`src/common/sdma_pkg.sv`:
```
// constants and types shared by the serial dma status block
package sdma_pkg;
    localparam int FIELD_W = 14;
    localparam int SYNC_STAGES = 2;
    // register byte addresses
    localparam logic [31:0] TX_A_START_OFS = 32'h4000C810;
    localparam logic [31:0] STATUS_OFS = 32'h4000C82C;
    // upper address bits that the transmit buffer a start address register reads back
    localparam logic [31:0] RAM_BASE = 32'h20000000;
    localparam logic [13:0] TX_A_START_RST = 14'h0000;
    localparam logic [31:0] STATUS_RST = 32'h00000000;
    // status field positions
    localparam int SAVE_LSB = 10;
    localparam int FRM_B_BIT = 9;
    localparam int FRM_A_BIT = 8;
    localparam int PAR_B_BIT = 7;
    localparam int PAR_A_BIT = 6;
    localparam int OVF_B_BIT = 5;
    localparam int OVF_A_BIT = 4;
    localparam int TX_B_BIT = 3;
    localparam int TX_A_BIT = 2;
    localparam int RX_B_BIT = 1;
    localparam int RX_A_BIT = 0;
    // count-save status codes
    localparam logic [2:0] SAVE_NONE = 3'h0;
    localparam logic [2:0] SAVE_A_ONCE = 3'h2;
    localparam logic [2:0] SAVE_B_ONCE = 3'h3;
    localparam logic [2:0] SAVE_A_MULTI = 3'h6;
    localparam logic [2:0] SAVE_B_MULTI = 3'h7;
    // ping-pong buffer usage, gray along idle -> a -> b
    typedef enum logic [1:0] {
        BUF_IDLE = 2'h0,
        BUF_A = 2'h1,
        BUF_B = 2'h3
    } buf_state_t;
endpackage

```
`src/common/buf_pair_if.sv`:
```
// link between the status block and one ping-pong buffer pair engine
`timescale 1ns/1ps
interface buf_pair_if;
    import sdma_pkg::*;
    logic load_a;
    logic load_b;
    logic dma_reset;
    logic [FIELD_W-1:0] start_a;
    logic [FIELD_W-1:0] start_b;
    logic [FIELD_W-1:0] end_a;
    logic [FIELD_W-1:0] end_b;
    logic [FIELD_W-1:0] count_a;
    logic [FIELD_W-1:0] count_b;
    logic loaded_a;
    logic loaded_b;
    logic active_a;
    logic active_b;
    logic unload_a;
    logic unload_b;
    modport engine(
        input load_a, load_b, dma_reset, start_a, start_b, end_a, end_b, count_a, count_b,
        output loaded_a, loaded_b, active_a, active_b, unload_a, unload_b
    );
    modport user(
        output load_a, load_b, dma_reset, start_a, start_b, end_a, end_b, count_a, count_b,
        input loaded_a, loaded_b, active_a, active_b, unload_a, unload_b
    );
endinterface

```
`src/core/buf_pair_engine.sv`:
```
// ping-pong buffer selection: load, activate, unload
`timescale 1ns/1ps
module buf_pair_engine
    import sdma_pkg::*;
(
    input wire logic clk,
    input wire logic nrst,
    buf_pair_if.engine bp
);
    buf_state_t state;
    buf_state_t next_state;
    logic loaded_a;
    logic loaded_b;

    // true once start plus count has run past the inclusive end address
    function automatic logic past_end(input logic [FIELD_W-1:0] start, input logic [FIELD_W-1:0] count,
                                      input logic [FIELD_W-1:0] last);
        logic [FIELD_W:0] sum;
        sum = {1'b0, start} + {1'b0, count};
        return sum > {1'b0, last};
    endfunction

    ////////////////////////////////////////////////////////////////////////
    // unload past end
    assign bp.unload_a = (state == BUF_A) && past_end(bp.start_a, bp.count_a, bp.end_a);
    assign bp.unload_b = (state == BUF_B) && past_end(bp.start_b, bp.count_b, bp.end_b);
    assign bp.active_a = (state == BUF_A);
    assign bp.active_b = (state == BUF_B);
    assign bp.loaded_a = loaded_a;
    assign bp.loaded_b = loaded_b;

    // loaded means pending or active; a fresh load beats an unload
    always_ff @(posedge clk or negedge nrst) begin
        if (!nrst) begin
            loaded_a <= 1'b0;
            loaded_b <= 1'b0;
        end else if (bp.dma_reset) begin
            loaded_a <= 1'b0;
            loaded_b <= 1'b0;
        end else begin
            loaded_a <= bp.load_a | (loaded_a & ~bp.unload_a);
            loaded_b <= bp.load_b | (loaded_b & ~bp.unload_b);
        end
    end

    always_comb begin
        next_state = state;
        case (state)
            BUF_IDLE: begin
                if (loaded_a) begin
                    next_state = BUF_A;
                end else if (loaded_b) begin
                    next_state = BUF_B;
                end
            end
            BUF_A: begin
                if (bp.unload_a) begin
                    next_state = loaded_b ? BUF_B : BUF_IDLE;
                end
            end
            BUF_B: begin
                if (bp.unload_b) begin
                    next_state = loaded_a ? BUF_A : BUF_IDLE;
                end
            end
            default: begin
                next_state = BUF_IDLE;
            end
        endcase
    end

    // active buffer register
    always_ff @(posedge clk or negedge nrst) begin
        if (!nrst) begin
            state <= BUF_IDLE;
        end else if (bp.dma_reset) begin
            state <= BUF_IDLE;
        end else begin
            state <= next_state;
        end
    end
endmodule // buf_pair_engine

```
`src/core/serial_dma_status.sv`:
```
// serial dma status register and transmit buffer a start address
//
// Operation
// - spi slave: record count-save on slave select deassert; clear on rx load/reset
// - save codes: 0 none, 2/3 a/b once, 6/7 a/b more than once
// - first controller uart: per-buffer frame error flag, cleared on load or reset
// - first controller uart: per-buffer parity error flag, cleared on load or reset
// - overflow with no rx buffer loaded goes to next buffer that drains
// - transmit in-use bits show which transmit buffer is active
// - receive in-use bits show which receive buffer is active
// - read-write 14-bit transmit buffer a start address, used when a becomes active
// - loading a and b together uses buffer a first
// - a buffer unloads once start plus count exceeds its end address
//
// two ping-pong engines, one for transmit and one for receive, keep the
// loaded and active state of buffers a and b; this module adds the start
// address register of transmit buffer a, the receive error flags, the
// count-save record and the status word. loads, resets, counts and end
// addresses arrive as ports from the control part of the channel.
// limitation: the fetch address is only computed here; the ram master that
// uses it lives elsewhere.
//
// Implementation choice: the plain strobed port.
`timescale 1ns/1ps
module serial_dma_status
    import sdma_pkg::*;
#(
    parameter bit FIRST_CTRL = 1'b1
) (
    input wire logic clk,
    input wire logic nrst,
    // register port
    input wire logic [31:0] addr,
    input wire logic [31:0] wdata,
    input wire logic wr,
    input wire logic rd,
    output logic [31:0] rdata,
    // controller mode
    input wire logic uart_mode,
    input wire logic spi_slave_mode,
    input wire logic slave_select_n,
    // transmit buffer control
    input wire logic tx_load_a,
    input wire logic tx_load_b,
    input wire logic tx_dma_reset,
    input wire logic [FIELD_W-1:0] tx_start_b,
    input wire logic [FIELD_W-1:0] tx_end_a,
    input wire logic [FIELD_W-1:0] tx_end_b,
    input wire logic [FIELD_W-1:0] tx_count,
    // receive buffer control
    input wire logic rx_load_a,
    input wire logic rx_load_b,
    input wire logic rx_dma_reset,
    input wire logic [FIELD_W-1:0] rx_start_a,
    input wire logic [FIELD_W-1:0] rx_start_b,
    input wire logic [FIELD_W-1:0] rx_end_a,
    input wire logic [FIELD_W-1:0] rx_end_b,
    input wire logic [FIELD_W-1:0] rx_count_a,
    input wire logic [FIELD_W-1:0] rx_count_b,
    // receive fifo side
    input wire logic rx_take,
    input wire logic rx_frame_err,
    input wire logic rx_parity_err,
    input wire logic rx_fifo_overflow,
    // transmit fetch address toward ram
    output logic [FIELD_W-1:0] tx_fetch_addr,
    output logic tx_fetch_valid
);
    buf_pair_if tx_bp ();
    buf_pair_if rx_bp ();

    logic [FIELD_W-1:0] tx_a_start_field;
    logic rx_a_frame_err;
    logic rx_b_frame_err;
    logic rx_a_parity_err;
    logic rx_b_parity_err;
    logic rx_a_overrun;
    logic rx_b_overrun;
    logic overrun_pending;
    logic [2:0] count_save_status;
    logic [SYNC_STAGES-1:0] ss_sync;
    logic ss_prev;
    logic ss_deassert;
    logic uart_checks;
    logic take_a;
    logic take_b;
    logic rx_clear_a;
    logic rx_clear_b;
    logic [31:0] status_word;

    // sticky flag update: a set in the same cycle as a clear survives
    // one helper serves every flag so that all of them share one priority
    function automatic logic flag_next(input logic cur, input logic set, input logic clr);
        return set | (cur & ~clr);
    endfunction

    ////////////////////////////////////////////////////////////////////////
    // buffer pair engines

    assign tx_bp.load_a = tx_load_a;
    assign tx_bp.load_b = tx_load_b;
    assign tx_bp.dma_reset = tx_dma_reset;
    assign tx_bp.start_a = tx_a_start_field;
    assign tx_bp.start_b = tx_start_b;
    assign tx_bp.end_a = tx_end_a;
    assign tx_bp.end_b = tx_end_b;
    // transmit has one count shared by whichever buffer is active
    assign tx_bp.count_a = tx_count;
    assign tx_bp.count_b = tx_count;

    // receive keeps a count per buffer; counts and ends may change while a
    // buffer is active, which can unload it early
    assign rx_bp.load_a = rx_load_a;
    assign rx_bp.load_b = rx_load_b;
    assign rx_bp.dma_reset = rx_dma_reset;
    assign rx_bp.start_a = rx_start_a;
    assign rx_bp.start_b = rx_start_b;
    assign rx_bp.end_a = rx_end_a;
    assign rx_bp.end_b = rx_end_b;
    assign rx_bp.count_a = rx_count_a;
    assign rx_bp.count_b = rx_count_b;

    // both engines run on the system clock and share its reset
    buf_pair_engine tx_engine (
        .clk(clk),
        .nrst(nrst),
        .bp(tx_bp.engine)
    );

    buf_pair_engine rx_engine (
        .clk(clk),
        .nrst(nrst),
        .bp(rx_bp.engine)
    );

    ////////////////////////////////////////////////////////////////////////
    // transmit buffer a start address register

    // only the low fourteen bits are stored; the upper address bits are
    // fixed by the ram base and are added back on read
    // start address write
    always_ff @(posedge clk or negedge nrst) begin
        if (!nrst) begin
            tx_a_start_field <= TX_A_START_RST;
        end else if (wr && addr == TX_A_START_OFS) begin
            tx_a_start_field <= wdata[FIELD_W-1:0];
        end
    end

    // registered so the ram side sees a clean address, at the cost of one
    // cycle of latency after a buffer turns active
    // fetch from start
    always_ff @(posedge clk or negedge nrst) begin
        if (!nrst) begin
            tx_fetch_addr <= '0;
            tx_fetch_valid <= 1'b0;
        end else begin
            tx_fetch_valid <= tx_bp.active_a | tx_bp.active_b;
            if (tx_bp.active_b) begin
                tx_fetch_addr <= tx_start_b + tx_count;
            end else begin
                tx_fetch_addr <= tx_a_start_field + tx_count;
            end
        end
    end

    ////////////////////////////////////////////////////////////////////////
    // receive error flags

    // frame and parity error reporting only exists on the first controller in uart mode
    assign uart_checks = FIRST_CTRL & uart_mode;
    // a byte drained from the fifo belongs to the active buffer
    // a byte taken while no buffer is active has nowhere to report to
    assign take_a = rx_take & rx_bp.active_a;
    assign take_b = rx_take & rx_bp.active_b;
    // a reset clears both buffers' flags, a load only its own buffer's
    assign rx_clear_a = rx_load_a | rx_dma_reset;
    assign rx_clear_b = rx_load_b | rx_dma_reset;

    // sticky, so software still sees the error after the buffer unloads
    // frame error flags
    always_ff @(posedge clk or negedge nrst) begin
        if (!nrst) begin
            rx_a_frame_err <= 1'b0;
            rx_b_frame_err <= 1'b0;
        end else begin
            rx_a_frame_err <= flag_next(rx_a_frame_err, take_a & rx_frame_err & uart_checks, rx_clear_a);
            rx_b_frame_err <= flag_next(rx_b_frame_err, take_b & rx_frame_err & uart_checks, rx_clear_b);
        end
    end

    always_ff @(posedge clk or negedge nrst) begin
        if (!nrst) begin
            rx_a_parity_err <= 1'b0;
            rx_b_parity_err <= 1'b0;
        end else begin
            rx_a_parity_err <= flag_next(rx_a_parity_err, take_a & rx_parity_err & uart_checks, rx_clear_a);
            rx_b_parity_err <= flag_next(rx_b_parity_err, take_b & rx_parity_err & uart_checks, rx_clear_b);
        end
    end

    // overrun held for next buffer
    // an overflow while a buffer is loaded is dropped; nothing here or in the rx engine records it
    always_ff @(posedge clk or negedge nrst) begin
        if (!nrst) begin
            overrun_pending <= 1'b0;
        end else begin
            overrun_pending <= flag_next(overrun_pending,
                                         rx_fifo_overflow & ~rx_bp.loaded_a & ~rx_bp.loaded_b,
                                         rx_dma_reset | take_a | take_b);
        end
    end

    always_ff @(posedge clk or negedge nrst) begin
        if (!nrst) begin
            rx_a_overrun <= 1'b0;
            rx_b_overrun <= 1'b0;
        end else begin
            rx_a_overrun <= flag_next(rx_a_overrun, take_a & overrun_pending, rx_clear_a);
            rx_b_overrun <= flag_next(rx_b_overrun, take_b & overrun_pending, rx_clear_b);
        end
    end

    ////////////////////////////////////////////////////////////////////////
    // slave select deassert detection

    // the pin is asynchronous; only the last stage feeds the edge detector
    // two stages keep metastability away from the detector; the reset value
    // matches the idle deasserted pin so no false edge follows reset
    always_ff @(posedge clk or negedge nrst) begin
        if (!nrst) begin
            ss_sync <= '1;
            ss_prev <= 1'b1;
        end else begin
            ss_sync <= {ss_sync[SYNC_STAGES-2:0], slave_select_n};
            ss_prev <= ss_sync[SYNC_STAGES-1];
        end
    end

    assign ss_deassert = ss_sync[SYNC_STAGES-1] & ~ss_prev;

    // a deassertion and a buffer load in one cycle: the record wins, so the
    // count that was just saved is not lost to the clear
    // a deassertion while no receive buffer is active saves nothing
    // count save record
    always_ff @(posedge clk or negedge nrst) begin
        if (!nrst) begin
            count_save_status <= SAVE_NONE;
        end else if (ss_deassert && spi_slave_mode && (rx_bp.active_a || rx_bp.active_b)) begin
            if (count_save_status == SAVE_NONE) begin
                count_save_status <= rx_bp.active_b ? SAVE_B_ONCE : SAVE_A_ONCE;
            end else begin
                count_save_status <= rx_bp.active_b ? SAVE_B_MULTI : SAVE_A_MULTI;
            end
        end else if (rx_load_a || rx_load_b || rx_dma_reset) begin
            count_save_status <= SAVE_NONE;
        end
    end

    ////////////////////////////////////////////////////////////////////////
    // status word and read port

    // bits above the save field read as zero; the word has no write path
    // at all, which is what keeps it read only
    // transmit in use
    always_comb begin
        status_word = STATUS_RST;
        status_word[SAVE_LSB +: 3] = count_save_status;
        status_word[FRM_B_BIT] = rx_b_frame_err;
        status_word[FRM_A_BIT] = rx_a_frame_err;
        status_word[PAR_B_BIT] = rx_b_parity_err;
        status_word[PAR_A_BIT] = rx_a_parity_err;
        status_word[OVF_B_BIT] = rx_b_overrun;
        status_word[OVF_A_BIT] = rx_a_overrun;
        status_word[TX_B_BIT] = tx_bp.active_b;
        status_word[TX_A_BIT] = tx_bp.active_a;
        status_word[RX_B_BIT] = rx_bp.active_b;
        status_word[RX_A_BIT] = rx_bp.active_a;
    end

    // read data stands only in the cycle after the strobe, zero otherwise
    // holding zero between reads keeps stale status off the bus
    // status is read only
    always_ff @(posedge clk or negedge nrst) begin
        if (!nrst) begin
            rdata <= '0;
        end else if (rd) begin
            case (addr)
                TX_A_START_OFS: begin
                    rdata <= RAM_BASE | {18'h00000, tx_a_start_field};
                end
                STATUS_OFS: begin
                    rdata <= status_word;
                end
                default: begin
                    rdata <= '0;
                end
            endcase
        end else begin
            rdata <= '0;
        end
    end
endmodule // serial_dma_status

```
`config.mk`:
```
export PLATFORM = sky130hd
export DESIGN_NAME = serial_dma_status
export DESIGN_NICKNAME = d
export VERILOG_FILES = /design/src/common/sdma_pkg.sv /design/src/common/buf_pair_if.sv /design/src/core/buf_pair_engine.sv /design/src/core/serial_dma_status.sv
export SDC_FILE = /design/constraint.sdc
export NUM_CORES = 1
export LEC_CHECK = 0
export ABC_AREA = 1
export BUFFER_PORTS_ARGS = -buffer_cell sky130_fd_sc_hd__buf_2
export CORE_MARGIN = 4
export CORE_UTILIZATION = 35
export CTS_BUF_LIST = sky130_fd_sc_hd__clkbuf_8
export CTS_CLUSTER_SIZE = 40
export DETAILED_ROUTE_END_ITERATION = 8
export PLACE_DENSITY = 0.67
export SLEW_MARGIN = 20
export SYNTH_ARGS = -nofsm -noshare
export SYNTH_HDL_FRONTEND = slang
export SYNTH_SLANG_ARGS = --single-unit
```
`constraint.sdc`:
```
create_clock -name clk -period 6.6 [get_ports clk]
set_clock_uncertainty 0.2 [all_clocks]
set_input_delay 0.66 -clock clk [delete_from_list [all_inputs] [get_ports clk]]
set_output_delay 0.66 -clock clk [all_outputs]
set_load 0.02 [all_outputs]
```
==> results.toml <==
[setup_path]
cp_cell_sequence = "buf_2, ha_1, inv_1, fa_1, nor4_1, nor2_1, nor2_1, nor2_1, o21ai_0, a21oi_1, xnor2_1, ha_1, nand2_1, nor3_1, nand2_1, nand3_1, nand2_1, nand3_1, nand2_1, nand2_1, nand2_1, nand2_1, nand2_1"
path_class = "in2reg"
crit_required_ns = 6.65
cp-start-kind = "input pin"
slowest_stage = "fa_1"
crit_top_cell = "nand2_1"
arrival_ns = 3.97
worst_setup_path_end_kind = "flip-flop"
cp_max_fo = 3
rr_worst_depth = 14
cpPeakStageDelay_ns = 0.42

[routing]
postRouteAntennaNets = 0
drt-initial-drc-count = 354
vias_per_cell = 4.789
firstDrtPassIters = 5
wirelength_um = 20640
drc = 0
wire_per_inst_um = 13.67
vias = 7231

[logic_synthesis]
synth-edff-count = 0
synth_cells = 1000
synth_seq_cells = 65
syn-cell-area_sq_um = 7264
synth-async-reset-ratio_pct = 100.0
seq_area_frac_synth_pct = 22.44
yosys_warnings = 0
ys_types = 43
avgSynthCellArea_sq_um = 7.264
synthFlopType = "dfrtp_1"

[sta]
grt_setup_unrepaired = "no"
timing.fmax_mhz = 255.3
setup_ws_ns = 2.683
fin_crit_ns = 3.917
fin_setup_tns_ns = 0
final.period_utilization_pct = 59.34
slew_viol_final = 0
setup_viol_count_final = 0
hold_slack_ns = 0.1578
finalHoldViolations = 0
relSlewSlack_pct = 36.42
worst_slew_pin_slew_ns = 0.9497

[die]
die_w_um = 152.1
rows = 52
design.portCount = 268
die_y_um = 152.1
dieArea_sq_um = 23130
coreArea_sq_um = 20300
initial_utilization_pct = 35.79

[cells_and_area]
final_nets = 1585
final_util_pct = 43.70
area.growth.synth_to_final_pct = 22.12
drive_above_1_share_pct = 20.82
fin_cells = 1510
final_area_sq_um = 8871

[clock_network]
post-cts-setup-buffers = 0
insertion_delay_ns = 0.36
clock_tree.root_cell = "clkbuf_8"
cts_tree = "built"
clk_path_buf_depth = 2
clock-sinks = 65
cts-buffers-inserted = 9
clkTransAtPathRegs_ns = 0.08
cts-resized-gates = 0
htreeDepth = 3
cts_hold_buffers = 0

[placed_design]
io_buffers = 232
place_area_sq_um = 8666
gp_congestion = 0.9439
post-place-ws_ns = 2.310
post-place-cells = 1493
dp_hpwl_um = 17980

[grt]
grt_pass1_vias = 6810
grt_pass1_wl_um = 32960
antenna_found_initial = 3
grt.overflow.total = 0
grt.total_usage_pct = 17.18
grt_max_degree = 66

[pwr]
power.leakage_nw = 5.037
powerDensity_nw_per_um2 = 170.7
total_power_mw = 1.515
vdd_ir_drop_max_mv = 0.1005

[job]
cap_violations = 0

[min_path]
holdPathStages = 0
hold_class = "reg2reg"

[run_status]
status = "finished, final reports clean"
[critical path, delay by kind of cell]
kind            cells  cell delay (ns)
fa+ha+maj           3             0.90
simple gates       15             1.69
compound gates      2             0.39
buf+inv             2             0.18
xor+xnor            1             0.15
[worst paths after layout]
| kind | from | endpoint | slack [ns] |
|---|---|---|---|
| hold reg to reg | ss_sync[0] | ss_sync[1] | 0.16 |
| hold / removal | ss_sync[0] | ss_sync[1] | 0.16 |
| setup / recovery | tx_count[0] | tx_engine.state[1] | 2.68 |
| max in group asynchronous | nrst | tx_a_start_field[2] | 5.33 |
| min in group asynchronous | nrst | tx_fetch_addr[4] | 0.28 |
| setup reg to reg | tx_engine.state[0] | tx_fetch_addr[12] | 2.86 |
[where the power goes]
part	internal, mW	total (mW)	switching [mW]
logic	0.278	0.694	0.416
registers	0.443	0.470	0.0273
clock network	0.177	0.350	0.173
total	0.898	1.51	0.617
[cell type report]
| type | instances | area (sq um) |
|---|---|---|
| repair buffers | 233 | 1169 |
| diodes | 1 | 2.502 |
| multi-input cells | 749 | 4868 |
| flip-flops and latches | 65 | 1630 |
| clock inverters | 7 | 78.83 |
| fillers | 2104 | 11430 |
| inverters | 176 | 660.6 |
| clock buffers | 9 | 123.9 |
| well taps | 270 | 337.8 |
[sequential cells by signal, indices dropped and copies added (netlist names), 2 cells and up]
register / cells
rdata: 15
tx_a_start_field: 14
count_save_status: 3
rx_engine.state: 2
ss_sync: 2
tx_engine.state: 2
tx_fetch_addr: 14
[routing by layer]
| layer | part of all wire, % | track usage, % | vias up |
|---|---|---|---|
| li1 | - | - | 3777 |
| met3 | 7.5 | 3.982 | 20 |
| met5 | 0.11 | 0 | - |
| met4 | 1.0 | 3.767 | 6 |
| met2 | 47 | 29.61 | 224 |
| met1 | 44 | 21.99 | 3204 |
[cell usage in the layout, fill, tap and decap left out, types with 4 or more instances in the layout]
cell type / Yosys / final
a21oi_1: 96 / 96
a31oi_1: 5 / 5
buf_2: 3 / 232
clkbuf_8: 0 / 9
clkinv_4: 0 / 4
conb_1: 1 / 17
dfrtp_1: 62 / 62
fa_1: 5 / 5
ha_1: 125 / 125
inv_1: 175 / 175
nand2_1: 188 / 188
nand3_1: 40 / 40
nand4_1: 12 / 12
nor2_1: 62 / 62
nor3_1: 13 / 13
nor4_1: 6 / 6
o21ai_0: 52 / 52
o21bai_1: 9 / 9
o22ai_1: 7 / 7
o31ai_1: 6 / 6
o32ai_1: 12 / 12
xnor2_1: 24 / 24
xor2_1: 37 / 37
[cell usage after synthesis, types with 2 or more instances]
library cell	instances	area [sq um]
a211oi_1	3	22.52
a21o_1	3	22.52
a21oi_1	96	480.5
a31oi_1	5	31.28
and3_1	3	18.77
buf_2	3	15.01
buf_4	17	127.6
clkbuf_1	6	22.52
dfrtp_1	62	1551
dfstp_2	3	78.83
fa_1	5	100.1
ha_1	125	1564
inv_1	175	656.9
nand2_1	188	705.7
nand2_2	2	12.51
nand3_1	40	200.2
nand3b_1	3	22.52
nand4_1	12	75.07
nor2_1	62	232.7
nor3_1	13	65.06
nor4_1	6	37.54
o211ai_1	2	15.01
o21a_1	3	22.52
o21ai_0	52	260.3
o21ai_1	3	15.01
o21bai_1	9	67.56
o22ai_1	7	43.79
o31ai_1	6	45.04
o32ai_1	12	105.1
or2_2	2	12.51
xnor2_1	24	210.2
xor2_1	37	324.1
[cell families after synthesis]
kind of cell	share of synthesized area [%]
flops	22.44
fa+ha+maj	22.91
buf+inv	11.37
compound gates	16.26
other cells	0.05162
simple gates	19.62
xor+xnor	7.354
(Power assumes the default switching activity.)
